===== config.mk =====
export PLATFORM = sky130hd
export DESIGN_NAME = hsdsp_chain
export DESIGN_NICKNAME = d
export VERILOG_FILES = /design/src/logic/hsdsp_pkg.sv /design/src/logic/hsdsp_chain.sv
export SDC_FILE = /design/constraint.sdc
export NUM_CORES = 2
export LEC_CHECK = 0
export BUFFER_PORTS_ARGS = -buffer_cell sky130_fd_sc_hd__clkbuf_2
export CORE_ASPECT_RATIO = 1.25
export CORE_MARGIN = 1.5
export CORE_UTILIZATION = 60
export CTS_CLUSTER_SIZE = 16
export DETAILED_ROUTE_END_ITERATION = 10
export PLACE_DENSITY = 0.82
export SYNTH_ARGS = -nofsm -noshare
export SYNTH_HDL_FRONTEND = slang
export SYNTH_SLANG_ARGS = --single-unit

===== constraint.sdc =====
create_clock -name clk_in -period 20.2 [get_ports clk_in]
set_input_delay 2.02 -clock clk_in [delete_from_list [all_inputs] [get_ports clk_in]]
set_output_delay 2.02 -clock clk_in [all_outputs]
set_load 0.03 [all_outputs]

===== src/logic/hsdsp_pkg.sv =====
/*
 Shared constants and carrier types for the magnetic sensor signal chain:
 update rates, path latency, arithmetic scaling, clamp defaults and the
 packed structs that carry coefficient sets and encoder words.
 Assumes a single 10 MHz core clock and settings held stable by the
 configuration store outside this block.
*/
// How it works
// samples taken at 2, 8 or 16 kHz
// path latency 2.8, 0.7 or 0.35 ms
// add drift coefficient times temperature delta
// drift step scales with coarse range code
// hot coefficients above 25C, cold below
// first and second order act independently
// sample plus sample times gain correction, plus drift
// delta is temperature minus 25C, signed
// gain code 0=1x, 2047=2x, 2048=~0x
// trimmed value is gain times value plus offset
// fine offset signed, up to half scale
// 33 points, 32 equal interpolation segments
// points are 12-bit two's complement
// input inversion flips linearization input
// output inversion flips output polarity
// clamp normal output, defaults 0% and 100%
// diagnostic levels bypass the clamps
// format bit selects PWM or SENT
// gain/offset before linearization, clamps after
// coarse code zero means 0.1% per gauss
// converter samples are 12 bits
// one sample per tick with valid strobe
// arithmetic saturates instead of wrapping
package hsdsp_pkg;

   // core clock and internal update rates
   localparam int  CLK_HZ       = 10_000_000;
   localparam real RATE_LO_KHZ  = 2.0;
   localparam real RATE_MID_KHZ = 8.0;
   localparam real RATE_HI_KHZ  = 16.0;
   localparam int  DIV_LO  = int'(CLK_HZ / (RATE_LO_KHZ * 1000.0));
   localparam int  DIV_MID = int'(CLK_HZ / (RATE_MID_KHZ * 1000.0));
   localparam int  DIV_HI  = int'(CLK_HZ / (RATE_HI_KHZ * 1000.0));

   // input to output latency per bandwidth setting
   localparam real LAT_LO_MS  = 2.8;
   localparam real LAT_MID_MS = 0.7;
   localparam real LAT_HI_MS  = 0.35;
   localparam int  LAT_LO  = int'(LAT_LO_MS * CLK_HZ / 1000.0);
   localparam int  LAT_MID = int'(LAT_MID_MS * CLK_HZ / 1000.0);
   localparam int  LAT_HI  = int'(LAT_HI_MS * CLK_HZ / 1000.0);
   localparam int  LAT_TICKS = 5;

   // bandwidth select codes
   localparam logic [1:0] BW_LO  = 2'h0;
   localparam logic [1:0] BW_MID = 2'h1;

   // data widths and arithmetic scaling
   localparam int ADC_W      = 12;
   localparam int LUT_N      = 33;
   localparam int FIFO_DEPTH = 16;
   localparam int TC1_SHIFT  = 4;
   localparam int GAIN_FRAC  = 20;
   localparam int DRIFT_FRAC = 6;
   localparam int FG_FRAC    = 11;
   localparam int LIN_FRAC   = 7;
   localparam logic signed [9:0]  T_REF_C = 10'sh019;
   localparam logic signed [11:0] SAT_MAX = 12'sh7FF;
   localparam logic signed [11:0] SAT_MIN = 12'sh800;

   // clamp defaults the configuration store loads at power-up
   localparam logic [11:0] CLAMP_LO_DEF = 12'h000;
   localparam logic [11:0] CLAMP_HI_DEF = 12'hFFF;

   // temperature coefficient set
   typedef struct packed {
      logic signed [7:0] first_order_hot_coeff;
      logic signed [7:0] first_order_cold_coeff;
      logic signed [7:0] second_order_hot_coeff;
      logic signed [7:0] second_order_cold_coeff;
      logic signed [7:0] offset_drift_coeff;
   } hsdsp_tc_t;

   // output shaping settings
   typedef struct packed {
      logic        lin_input_invert;
      logic        output_invert;
      logic        pwm_format;
      logic [11:0] clamp_low;
      logic [11:0] clamp_high;
   } hsdsp_outcfg_t;

   typedef logic [LUT_N-1:0][11:0] hsdsp_lut_t;

   // word handed to the output encoder
   typedef struct packed {
      logic        pwm_format;
      logic [11:0] level;
   } hsdsp_word_t;

endpackage : hsdsp_pkg


===== src/logic/hsdsp_chain.sv =====
/*
 Digital path of the magnetic sensor: sample pacing, temperature
 compensation, fine gain and offset, piecewise linearization, polarity,
 clamps and a result FIFO feeding the PWM or SENT encoder.
 Assumes the converter, temperature sensor and settings store run on the
 same clock, and that the encoder drains the FIFO with valid/ready.
*/
`timescale 1ns/100ps

module hsdsp_fifo #(
   parameter int W = 13,
   parameter int D = 16
) (
   // clock and reset
   input  wire logic         clk_in,
   input  wire logic         reset_in,
   input  wire logic         clk_en_in,
   // filling side
   input  wire logic         in_valid_in,
   input  wire logic [W-1:0] in_data_in,
   output logic              in_ready_out,
   // draining side
   output logic              out_valid_out,
   output logic [W-1:0]      out_data_out,
   input  wire logic         out_ready_in
);
   localparam int AW = $clog2(D);

   typedef struct packed {
      logic [D-1:0][W-1:0] mem;
      logic [AW:0]         cnt;
      logic [AW-1:0]       wp;
      logic [AW-1:0]       rp;
   } hsdsp_fifo_st_t;

   hsdsp_fifo_st_t s_r;
   hsdsp_fifo_st_t s_nxt;
   logic           push;
   logic           pop;

   // honest full and empty straight from the occupancy count
   assign in_ready_out  = (s_r.cnt != (AW+1)'(D));
   assign out_valid_out = (s_r.cnt != '0);
   assign out_data_out  = s_r.mem[s_r.rp];
   assign push          = in_valid_in && in_ready_out;
   assign pop           = out_valid_out && out_ready_in;

   // pointer and storage update
   always_comb
   begin
      s_nxt = s_r;
      if (push)
      begin
         s_nxt.mem[s_r.wp] = in_data_in;
         s_nxt.wp          = s_r.wp + AW'(1);
      end
      if (pop)
      begin
         s_nxt.rp = s_r.rp + AW'(1);
      end
      if (push && !pop)
      begin
         s_nxt.cnt = s_r.cnt + (AW+1)'(1);
      end
      else if (pop && !push)
      begin
         s_nxt.cnt = s_r.cnt - (AW+1)'(1);
      end
   end

   always_ff @(posedge clk_in or posedge reset_in)
   begin
      if (reset_in)
      begin
         s_r <= '0;
      end
      else if (clk_en_in)
      begin
         s_r <= s_nxt;
      end
   end

endmodule : hsdsp_fifo

module hsdsp_chain
   import hsdsp_pkg::*;
#(
   parameter int DIV_LO_P = hsdsp_pkg::DIV_LO,
   parameter int LAT_LO_P = hsdsp_pkg::LAT_LO
) (
   // clock, reset and freeze
   input  wire logic                  clk_in,
   input  wire logic                  reset_in,
   input  wire logic                  clk_en_in,
   // converter and temperature sensor
   input  wire logic [11:0]           adc_sample_in,
   input  wire logic signed [8:0]     ambient_temp_in,
   // stored settings
   input  wire logic [1:0]            bandwidth_select_in,
   input  wire logic [3:0]            coarse_range_in,
   input  wire hsdsp_pkg::hsdsp_tc_t  tc_coeff_in,
   input  wire logic [11:0]           fine_gain_code_in,
   input  wire logic signed [11:0]    fine_offset_code_in,
   input  wire hsdsp_pkg::hsdsp_lut_t lin_coeff_in,
   input  wire hsdsp_pkg::hsdsp_outcfg_t out_cfg_in,
   // diagnostic override
   input  wire logic                  diag_force_in,
   input  wire logic [11:0]           diag_level_in,
   // encoder side
   output logic                       enc_valid_out,
   output hsdsp_pkg::hsdsp_word_t     enc_word_out,
   input  wire logic                  enc_ready_in,
   output logic                       sample_tick_out,
   output logic                       emit_stall_out
);
   import hsdsp_pkg::*;

   typedef struct packed {
      logic [15:0]                 tcnt;
      logic [11:0]                 smp;
      logic                        v0;
      logic signed [11:0]          comp;
      logic                        v1;
      logic signed [11:0]          trim;
      logic                        v2;
      logic [11:0]                 res;
      logic [LAT_TICKS-1:0][11:0]  dly;
      logic [2:0]                  dcnt;
      hsdsp_word_t                 emit;
      logic                        pend;
      logic                        tick;
   } hsdsp_st_t;

   hsdsp_st_t          s_r;
   hsdsp_st_t          s_nxt;
   logic               fifo_ready;
   logic [15:0]        div;
   logic [15:0]        off;
   logic signed [9:0]  dt;
   logic signed [7:0]  c1;
   logic signed [7:0]  c2;
   logic signed [31:0] gadj;
   logic signed [31:0] drift;
   logic signed [47:0] acc;
   logic signed [11:0] x;
   logic signed [11:0] li;
   logic signed [11:0] lo;
   logic signed [11:0] a;
   logic signed [11:0] b;
   logic signed [23:0] step;
   logic [11:0]        u;
   logic [11:0]        uo;
   logic [4:0]         idx;

   // limit a wide signed result to the 12-bit signed range
   function automatic logic signed [11:0] sat12(input logic signed [47:0] v);
      logic signed [11:0] r;
      if (v > 48'(SAT_MAX))
      begin
         r = SAT_MAX;
      end
      else if (v < 48'(SAT_MIN))
      begin
         r = SAT_MIN;
      end
      else
      begin
         r = v[11:0];
      end
      return r;
   endfunction : sat12

   // pace and latency offset for the chosen bandwidth
   always_comb
   begin
      if (bandwidth_select_in == BW_LO)
      begin
         div = 16'(DIV_LO_P);
         off = 16'(LAT_LO_P - LAT_TICKS * DIV_LO_P);
      end
      else if (bandwidth_select_in == BW_MID)
      begin
         div = 16'(DIV_MID);
         off = 16'(LAT_MID - LAT_TICKS * DIV_MID);
      end
      else
      begin
         div = 16'(DIV_HI);
         off = 16'(LAT_HI - LAT_TICKS * DIV_HI);
      end
   end

   // temperature delta and segment coefficient choice
   always_comb
   begin
      dt = 10'(ambient_temp_in) - T_REF_C;
      if (dt > 10'sh000)
      begin
         c1 = tc_coeff_in.first_order_hot_coeff;
         c2 = tc_coeff_in.second_order_hot_coeff;
      end
      else
      begin
         c1 = tc_coeff_in.first_order_cold_coeff;
         c2 = tc_coeff_in.second_order_cold_coeff;
      end
      // a zero coefficient simply drops its own order out of the sum
      gadj = ((32'(c1) * 32'(dt)) <<< TC1_SHIFT) + 32'(c2) * 32'(dt) * 32'(dt);
      // coarse code 0 is the 0.1%/G range; each code step doubles drift step
      drift = ((32'(tc_coeff_in.offset_drift_coeff) * 32'(dt)) <<< coarse_range_in) >>> DRIFT_FRAC;
   end

   // linearization input, segment and interpolation
   always_comb
   begin
      li   = out_cfg_in.lin_input_invert ? ~s_r.trim : s_r.trim;
      u    = {~li[11], li[10:0]};
      idx  = u[11:7];
      a    = $signed(lin_coeff_in[idx]);
      b    = $signed(lin_coeff_in[6'(idx) + 6'h01]);
      step = (24'(b) - 24'(a)) * 24'($signed({1'b0, u[6:0]}));
      // interpolation stays between two 12-bit points, so no overflow
      lo   = 12'(24'(a) + (step >>> LIN_FRAC));
   end

   // main datapath and emission control
   always_comb
   begin
      s_nxt      = s_r;
      x          = $signed({~s_r.smp[11], s_r.smp[10:0]});
      acc        = '0;
      uo         = '0;
      s_nxt.tick = 1'b0;
      s_nxt.v0   = 1'b0;
      s_nxt.v1   = 1'b0;
      s_nxt.v2   = 1'b0;

      // update tick; a bandwidth change mid-count wraps safely
      if (s_r.tcnt >= div - 16'h0001)
      begin
         s_nxt.tcnt = '0;
         s_nxt.tick = 1'b1;
      end
      else
      begin
         s_nxt.tcnt = s_r.tcnt + 16'h0001;
      end

      // take a fresh converter word once per tick
      if (s_r.tick)
      begin
         s_nxt.smp = adc_sample_in;
         s_nxt.v0  = 1'b1;
      end

      // stage one: sensitivity and offset temperature compensation
      if (s_r.v0)
      begin
         acc        = 48'(x) + ((48'(x) * 48'(gadj)) >>> GAIN_FRAC) + 48'(drift);
         s_nxt.comp = sat12(acc);
         s_nxt.v1   = 1'b1;
      end

      // stage two: fine gain then fine offset, ahead of linearization
      if (s_r.v1)
      begin
         acc = (48'(s_r.comp) * 48'($signed({1'b0, ~fine_gain_code_in[11], fine_gain_code_in[10:0]})))
               >>> FG_FRAC;
         acc        = acc + 48'(fine_offset_code_in);
         s_nxt.trim = sat12(acc);
         s_nxt.v2   = 1'b1;
      end

      // stage three: polarity, resolution, clamps or diagnostic level
      if (s_r.v2)
      begin
         uo = out_cfg_in.output_invert ? {lo[11], ~lo[10:0]} : {~lo[11], lo[10:0]};
         if (bandwidth_select_in != BW_LO && bandwidth_select_in != BW_MID)
         begin
            uo[0] = 1'b0;
         end
         if (diag_force_in)
         begin
            s_nxt.res = diag_level_in;
         end
         else if (uo < out_cfg_in.clamp_low)
         begin
            s_nxt.res = out_cfg_in.clamp_low;
         end
         else if (uo > out_cfg_in.clamp_high)
         begin
            s_nxt.res = out_cfg_in.clamp_high;
         end
         else
         begin
            s_nxt.res = uo;
         end
      end

      // latency line advances one slot per tick
      if (s_r.tick)
      begin
         for (int i = LAT_TICKS - 1; i > 0; i--)
         begin
            s_nxt.dly[i] = s_r.dly[i-1];
         end
         s_nxt.dly[0] = s_r.res;
         if (s_r.dcnt != 3'(LAT_TICKS))
         begin
            s_nxt.dcnt = s_r.dcnt + 3'h1;
         end
      end

      // handed word clears on acceptance; a new emission wins
      if (s_r.pend && fifo_ready)
      begin
         s_nxt.pend = 1'b0;
      end
      if (s_r.tcnt == off && s_r.dcnt == 3'(LAT_TICKS))
      begin
         s_nxt.emit.level      = s_r.dly[LAT_TICKS-1];
         s_nxt.emit.pwm_format = out_cfg_in.pwm_format;
         s_nxt.pend            = 1'b1;
      end
   end

   always_ff @(posedge clk_in or posedge reset_in)
   begin
      if (reset_in)
      begin
         s_r <= '0;
      end
      else if (clk_en_in)
      begin
         s_r <= s_nxt;
      end
   end

   // result buffer toward the encoder; full holds the pending word until the next emission replaces it
   hsdsp_fifo #(
      .W ($bits(hsdsp_word_t)),
      .D (FIFO_DEPTH)
   ) u_fifo (
      .clk_in        (clk_in),
      .reset_in      (reset_in),
      .clk_en_in     (clk_en_in),
      .in_valid_in   (s_r.pend),
      .in_data_in    (s_r.emit),
      .in_ready_out  (fifo_ready),
      .out_valid_out (enc_valid_out),
      .out_data_out  (enc_word_out),
      .out_ready_in  (enc_ready_in)
   );

   assign sample_tick_out = s_r.tick;
   assign emit_stall_out  = s_r.pend && !fifo_ready;

endmodule : hsdsp_chain


* Word-level counts from Yosys, hierarchy flattened
Cells that the tools add are included.
** Storage, ports and cells
- Register bits after elaboration :: 366
- Output and inout port bits :: 16
** Cells by class
- Add/sub/neg operators :: 15
- Multiply operators :: 7
- $lt $le $gt $ge :: 13
- Equality and inequality tests :: 6
- Shift-type cells :: 1
- Mux-type cells :: 35
- Bitwise operators :: 6
- Reductions and logical operators :: 26
** Operators by type and width (number)
- bitwise mux 208 bit :: 1
- two-way mux 12 bit :: 11
- binary-select mux 12 bit (select 6 bit) :: 1
- binary-select mux 12 bit (select 5 bit) :: 1
- multiplier 8 x 10 -> 18 bit :: 3
- binary-select mux 13 bit (select 4 bit) :: 1
- demux 13 bit (select 4 bit) :: 1
- two-way mux 16 bit :: 3
- multiplier 12 x 29 -> 41 bit :: 1
- <<< shifter 18 x 4 -> 32 bit :: 1
- adder 22 x 28 -> 29 bit :: 1
- multiplier 18 x 10 -> 28 bit :: 1
- adder 22 x 26 -> 27 bit :: 1
- > comparator 27 x 12 -> 1 bit, second input constant :: 1
- < comparator 27 x 12 -> 1 bit, second input constant :: 1
- two-way mux 13 bit :: 2
- multiplier 12 x 13 -> 25 bit :: 1
- adder 12 x 21 -> 22 bit :: 1
- multiplier 13 x 8 -> 19 bit :: 1
- AND reduction 2 bit :: 9
- adder 16 x 1 -> 16 bit, second input constant :: 1
- == test 16 bit :: 1
- greater-or-equal comparator 16 bit :: 1
- two-way mux 8 bit :: 2
- 37 further kinds :: 61

* Logic depth before layout (Yosys ltp)
- Depth in word-level cells :: 17
- Gate-level depth with buffers :: 90
- Gate-level depth less buffers :: 84

* Hierarchy
From an unflattened synthesis, not the netlist that was laid out.
** Second synthesis, totals
- Cells, all modules :: 6386
- Area total of the unflattened synthesis :: 63804.9 um^2
** Modules (own cells, without submodules)
- hsdsp_chain :: instances 1, cells an instance 5726, area each 53108.4 um^2
- hsdsp_fifo :: instances 1, cells an instance 660, area each 10696.5 um^2

* Least setup slack after synthesis
Ideal clock, no wire load.
- Path type :: input to register
- Start :: input ambient_temp_in[0]
- End :: register s_r[109] (netlist bit)
- Data arrival time :: 21.193 ns
- Data required time :: 20.123 ns
- Setup slack :: -1.070 ns
- Stages on the path :: 82
- Path through :: clkbuf_1 -> inv_1 -> ha_1 -> nand2b_1 -> a31oi_1 -> xnor2_1 -> nand3_1 -> o41ai_1 -> buf_2 -> buf_2 -> mux2i_1 -> nor2_1 -> fa_1 -> inv_1 -> fa_1 -> inv_1 -> fa_1 -> inv_1 -> [46 not listed] -> o21a_1 -> a221o_1 -> a21o_1 -> o41ai_1 -> xnor2_1 -> fa_1 -> ha_1 -> clkbuf_1 -> o21a_1 -> nor2_1 -> nor3_1 -> a31oi_1 -> o311ai_0 -> nand4_1 -> o21ai_1 -> buf_2 -> nand3_1 -> a21oi_1
** Between the ends
- Longest elaborated chain between the ends :: 12
- Elaborated cells on any way between the ends :: 17
- Classes of those cells :: add/sub: 4; mul: 5; order compare: 3; shift: 1; mux: 4
** Ends and longest elaborated chain
- start, declared :: RTL line hsdsp_chain.sv:97 : input wire logic signed [8:0] ambient_temp_in,
- subtractor 9 x 6 -> 10 bit * :: RTL line hsdsp_chain.sv:196 : dt = 10'(ambient_temp_in) - T_REF_C;
- > comparator 10 x 1 -> 1 bit :: RTL line hsdsp_chain.sv:197 : if (dt > 10'sh000)
- two-way mux 8 bit :: RTL line hsdsp_chain.sv:197
- multiplier 8 x 10 -> 18 bit :: RTL line hsdsp_chain.sv:208 : gadj = ((32'(c1) * 32'(dt)) <<< TC1_SHIFT) + 32'(c2) * 32'(dt) * 32'(dt);
- multiplier 18 x 10 -> 28 bit :: RTL line hsdsp_chain.sv:208
- adder 22 x 28 -> 29 bit :: RTL line hsdsp_chain.sv:208
- multiplier 12 x 29 -> 41 bit :: RTL line hsdsp_chain.sv:259 : acc = 48'(x) + ((48'(x) * 48'(gadj)) >>> GAIN_FRAC) + 48'(drift);
- adder 12 x 21 -> 22 bit :: RTL line hsdsp_chain.sv:259
- adder 22 x 26 -> 27 bit * :: RTL line hsdsp_chain.sv:259
- < comparator 27 x 12 -> 1 bit :: RTL line hsdsp_chain.sv:162 : else if (v < 48'(SAT_MIN))
- two-way mux 12 bit :: RTL line hsdsp_chain.sv:162
- two-way mux 12 bit * :: RTL line hsdsp_chain.sv:158 : if (v > 48'(SAT_MAX))
- end signal, assigned :: RTL line hsdsp_chain.sv:335 : s_r <= s_nxt;
- end, declared :: RTL line hsdsp_chain.sv:134 : hsdsp_st_t s_r;
Mark *: on every way between the ends. The rest lies on a longest branch, timed or not.
A chain may end at the register's enable or synchronous reset.

* Worst setup path after layout
- Start :: input ambient_temp_in[0]
- End :: register s_r[104] (netlist bit)
The elaborated chain is that of the path after synthesis.

==> metrics.csv <==
metric,value,unit
drt-initial-drc-count,3565,
worstReg2RegStart,s_r[98],
worst_setup_path_end_kind,flip-flop,
largest_net_degree_at_the_start_of_global_routing,139,
boundaryPins,547,
critPathKind,input pin to flip-flop,
fin_tns_setup,0,ns
timing.final.crit_period,19.87,ns
clk_pin_slew_worst_paths,0.06,ns
floorplan.die_area,0.105,mm^2
layout-drive-gt1-share,24.3,%
synth-edff-count,0,
finalSetupViolations,0,
num_vias,48800,
report.final.hold_viol_count,0,
placed_cell_count,7994,
timing.max_slew.rel_slack,14.1,%
worst_skew_pair.late_latency,0.58,ns
first_global_vias,52400,
asyncSetResetFlopFracSynth,100,%
yosysUniqueCellTypes,80,
areaGrowthSynthToFinish,11.6,%
ctsHtreeMaxLevel,2,
reg2regPathDepth,55,
critical_path_depth,80,
drv_cap,0,
worst_hold_slack,0.485,ns
drt.antenna.violating_nets,0,
synth.cell_area,0.0621,mm^2
fmaxAchievable,50.3,MHz
drt-wirelength-per-cell,23.0,um
path_common_cell,sky130_fd_sc_hd__fa_1,
place_congestion,1.00,
syn_area_per_cell,9.98,um^2
vias_per_cell,6.02,
yosysSeqAreaShare,14.8,%
worstPathRequired,20.68,ns
worstSetupStartpoint,ambient_temp_in[0],
synth_warnings,0,
globalRoute.totalOverflow,0,
fin_area,0.0693,mm^2
cts_buffers,36,
timing.rr.end,s_r[87],
crit_fanout,8,
worst_pin_slew,1.28,ns
dieWidth,291,um
buffer_ports.inserted,546,
final.setup_skew,0.0362,ns
timing.final.max_slew_violations,0,
clock_tree.root_cell,sky130_fd_sc_hd__clkbuf_16,
chipHeight,363,um
crit_path_end,s_r[104],
run_status,"complete, no violations",
finalCritPeriodShare,98.4,%
dpl-instance-area,0.0671,mm^2
route.final.wire_length,186,mm
tritoncts,built,
core_area,0.102,mm^2
route.detailed.drc,0,
critical_path_arrival,20.35,ns
slowest_cell_delay_on_critical_path,0.57,ns
first_pass_iters,6,
floorplan.rows,131,
initial_utilization,60.7,%
synth.ff_latch_count,366,
cts.hold.buffers_added,0,
clock_path_buffers,3,
synthCells,6224,
finish.net_count,8609,
reg2reg_slack,5.13,ns
total_global_routing_track_utilization,35.5,%
n_fill_cell,7628,
dp.final_hpwl,150,mm
hp-class,flip-flop to flip-flop,
crit_path_top_delay_cell,sky130_fd_sc_hd__fa_2,
yosys_most_used_dff,sky130_fd_sc_hd__dfrtp_1,
final-instance-count-excl-fill,8101,
grt_antenna_before_repair,30,
global_route_wire_length_before_repair,289,mm
numClockSinks,366,
critical_path.top_delay_family,adder cells,
crit_buf_inv,14,
setup_crit_start_kind,input pin,
==> worst register-to-register path, delay by kind of cell (launching register included) <==
family          cells  cell delay (ns)
fa+ha+maj           9             4.04
compound gates     18             3.74
buf+inv             8             2.16
simple gates       11             1.98
xor+xnor            6             1.58
mux                 3             0.96
flops               1             0.44
==> layout by cell type, fill, tap and decap left out, drive strengths merged, types with 19 or more instances in the layout <==
master and n:
ha 464, o21ai 119, or3 23, nor2b 57, nand2b 89, and2 217
mux4 288, fa 881, a21o 60, dfrtp 366, nand3 48, or2 39
xnor2 194, xor2 69, and3 22, nor3 77, mux2 315, a21oi 165
o21a 31, mux2i 82, clkbuf 595, nand2 632, nor2 387, inv 1087
buf 221, a211oi 31, a31oi 19
==> cells in the mapped netlist (all sizes together) (19+ instances only) <==
| cell | instances | share of area (%) |
|---|---|---|
| clkbuf | 236 | 1.4 |
| xnor2 | 194 | 2.8 |
| mux4 | 288 | 10 |
| nor3 | 77 | 0.63 |
| nand2 | 632 | 3.8 |
| a21oi | 165 | 1.3 |
| inv | 1084 | 6.6 |
| ha | 464 | 9.4 |
| o21ai | 119 | 0.96 |
| or2 | 39 | 0.39 |
| nand2b | 89 | 0.90 |
| mux2i | 82 | 1.3 |
| and3 | 22 | 0.23 |
| a211oi | 31 | 0.37 |
| nor2 | 387 | 2.3 |
| and2 | 217 | 2.2 |
| buf | 62 | 0.43 |
| nand3 | 48 | 0.39 |
| a21o | 60 | 0.73 |
| dfrtp | 366 | 15 |
| o21a | 31 | 0.37 |
| nor2b | 57 | 0.57 |
| fa | 881 | 28 |
| mux2 | 315 | 5.7 |
| xor2 | 69 | 0.97 |
| or3 | 23 | 0.23 |
| a31oi | 19 | 0.19 |
==> timing repair <==
item / CTS / global route
endpoints found under the setup margin: 1 / 12
pin swaps: 0 / 71
hold endpoints to repair: 0 / 0
gates cloned: 0 / 3
gates resized for setup: 1 / 148
buffers inserted: 0 / 28
==> flip-flops by register name, indices dropped and copies added, names as in the netlist <==
signal	cells
s_r	144
sample_tick_out	1
u_fifo.s_r	221
==> logic make-up after synthesis <==
logic type / after synthesis / share of synthesized area [%]
AO/OA/AOI/OAI: 550 / 5.66
XOR/XNOR: 263 / 3.76
adder cells (fa/ha/maj): 1345 / 37.8
buffers and inverters: 1383 / 8.42
flip-flops: 366 / 14.8
multiplexers: 685 / 17.5
other: 1 / 0.00604
AND/OR/NAND/NOR: 1631 / 12.2
==> worst min path at each step <==
| stage | slack, ns | from | to | depth (start not counted) |
|---|---|---|---|---|
| after global placement | 0.46 | s_r[83] | s_r[83] | 2 |
| after CTS | 0.49 | s_r[85] | s_r[85] | 2 |
| after floorplan | 0.45 | s_r[79] | s_r[79] | 2 |
| after detailed placement | 0.47 | s_r[79] | s_r[79] | 2 |
| final | 0.48 | s_r[85] | s_r[85] | 2 |
| after global routing | 0.51 | s_r[87] | s_r[87] | 2 |
==> metal layers <==
metal / share of wire, % / global-route usage (%) / vias to the layer above / wire length, um
li1: - / - / 21200 / -
met1: 36 / 42.3 / 24800 / 67800
met2: 51 / 62.6 / 2224 / 94700
met3: 6.9 / 5.40 / 604 / 12800
met4: 5.9 / 17.9 / 16 / 11000
met5: 0.052 / 0 / - / 97
==> layout make-up <==
class | instances | area (um^2) | area share (%)
Antenna cell | 14 | 35.0 | 0.0506
Clock buffer | 48 | 1020 | 1.47
Clock inverter | 14 | 168 | 0.242
Inverter | 1085 | 4090 | 5.90
Multi-Input combinational cell | 4476 | 48700 | 70.3
Sequential cell | 366 | 9160 | 13.2
Tap cell | 1330 | 1660 | 2.40
Timing Repair Buffer | 768 | 4470 | 6.45
==> per-stage QoR <==
step                      setup WS [ns]  utilization (%)
after floorplan                 0.00789                -
after global placement           -0.168             65.6
after detailed placement         -0.603             65.6
after CTS                         0.159             66.8
after global routing             -0.361             67.7
final                             0.327             67.8
Power is left out: the tool's default activity adds up to more than one toggle a clock period on the data nets, which glitch-free logic cannot reach.
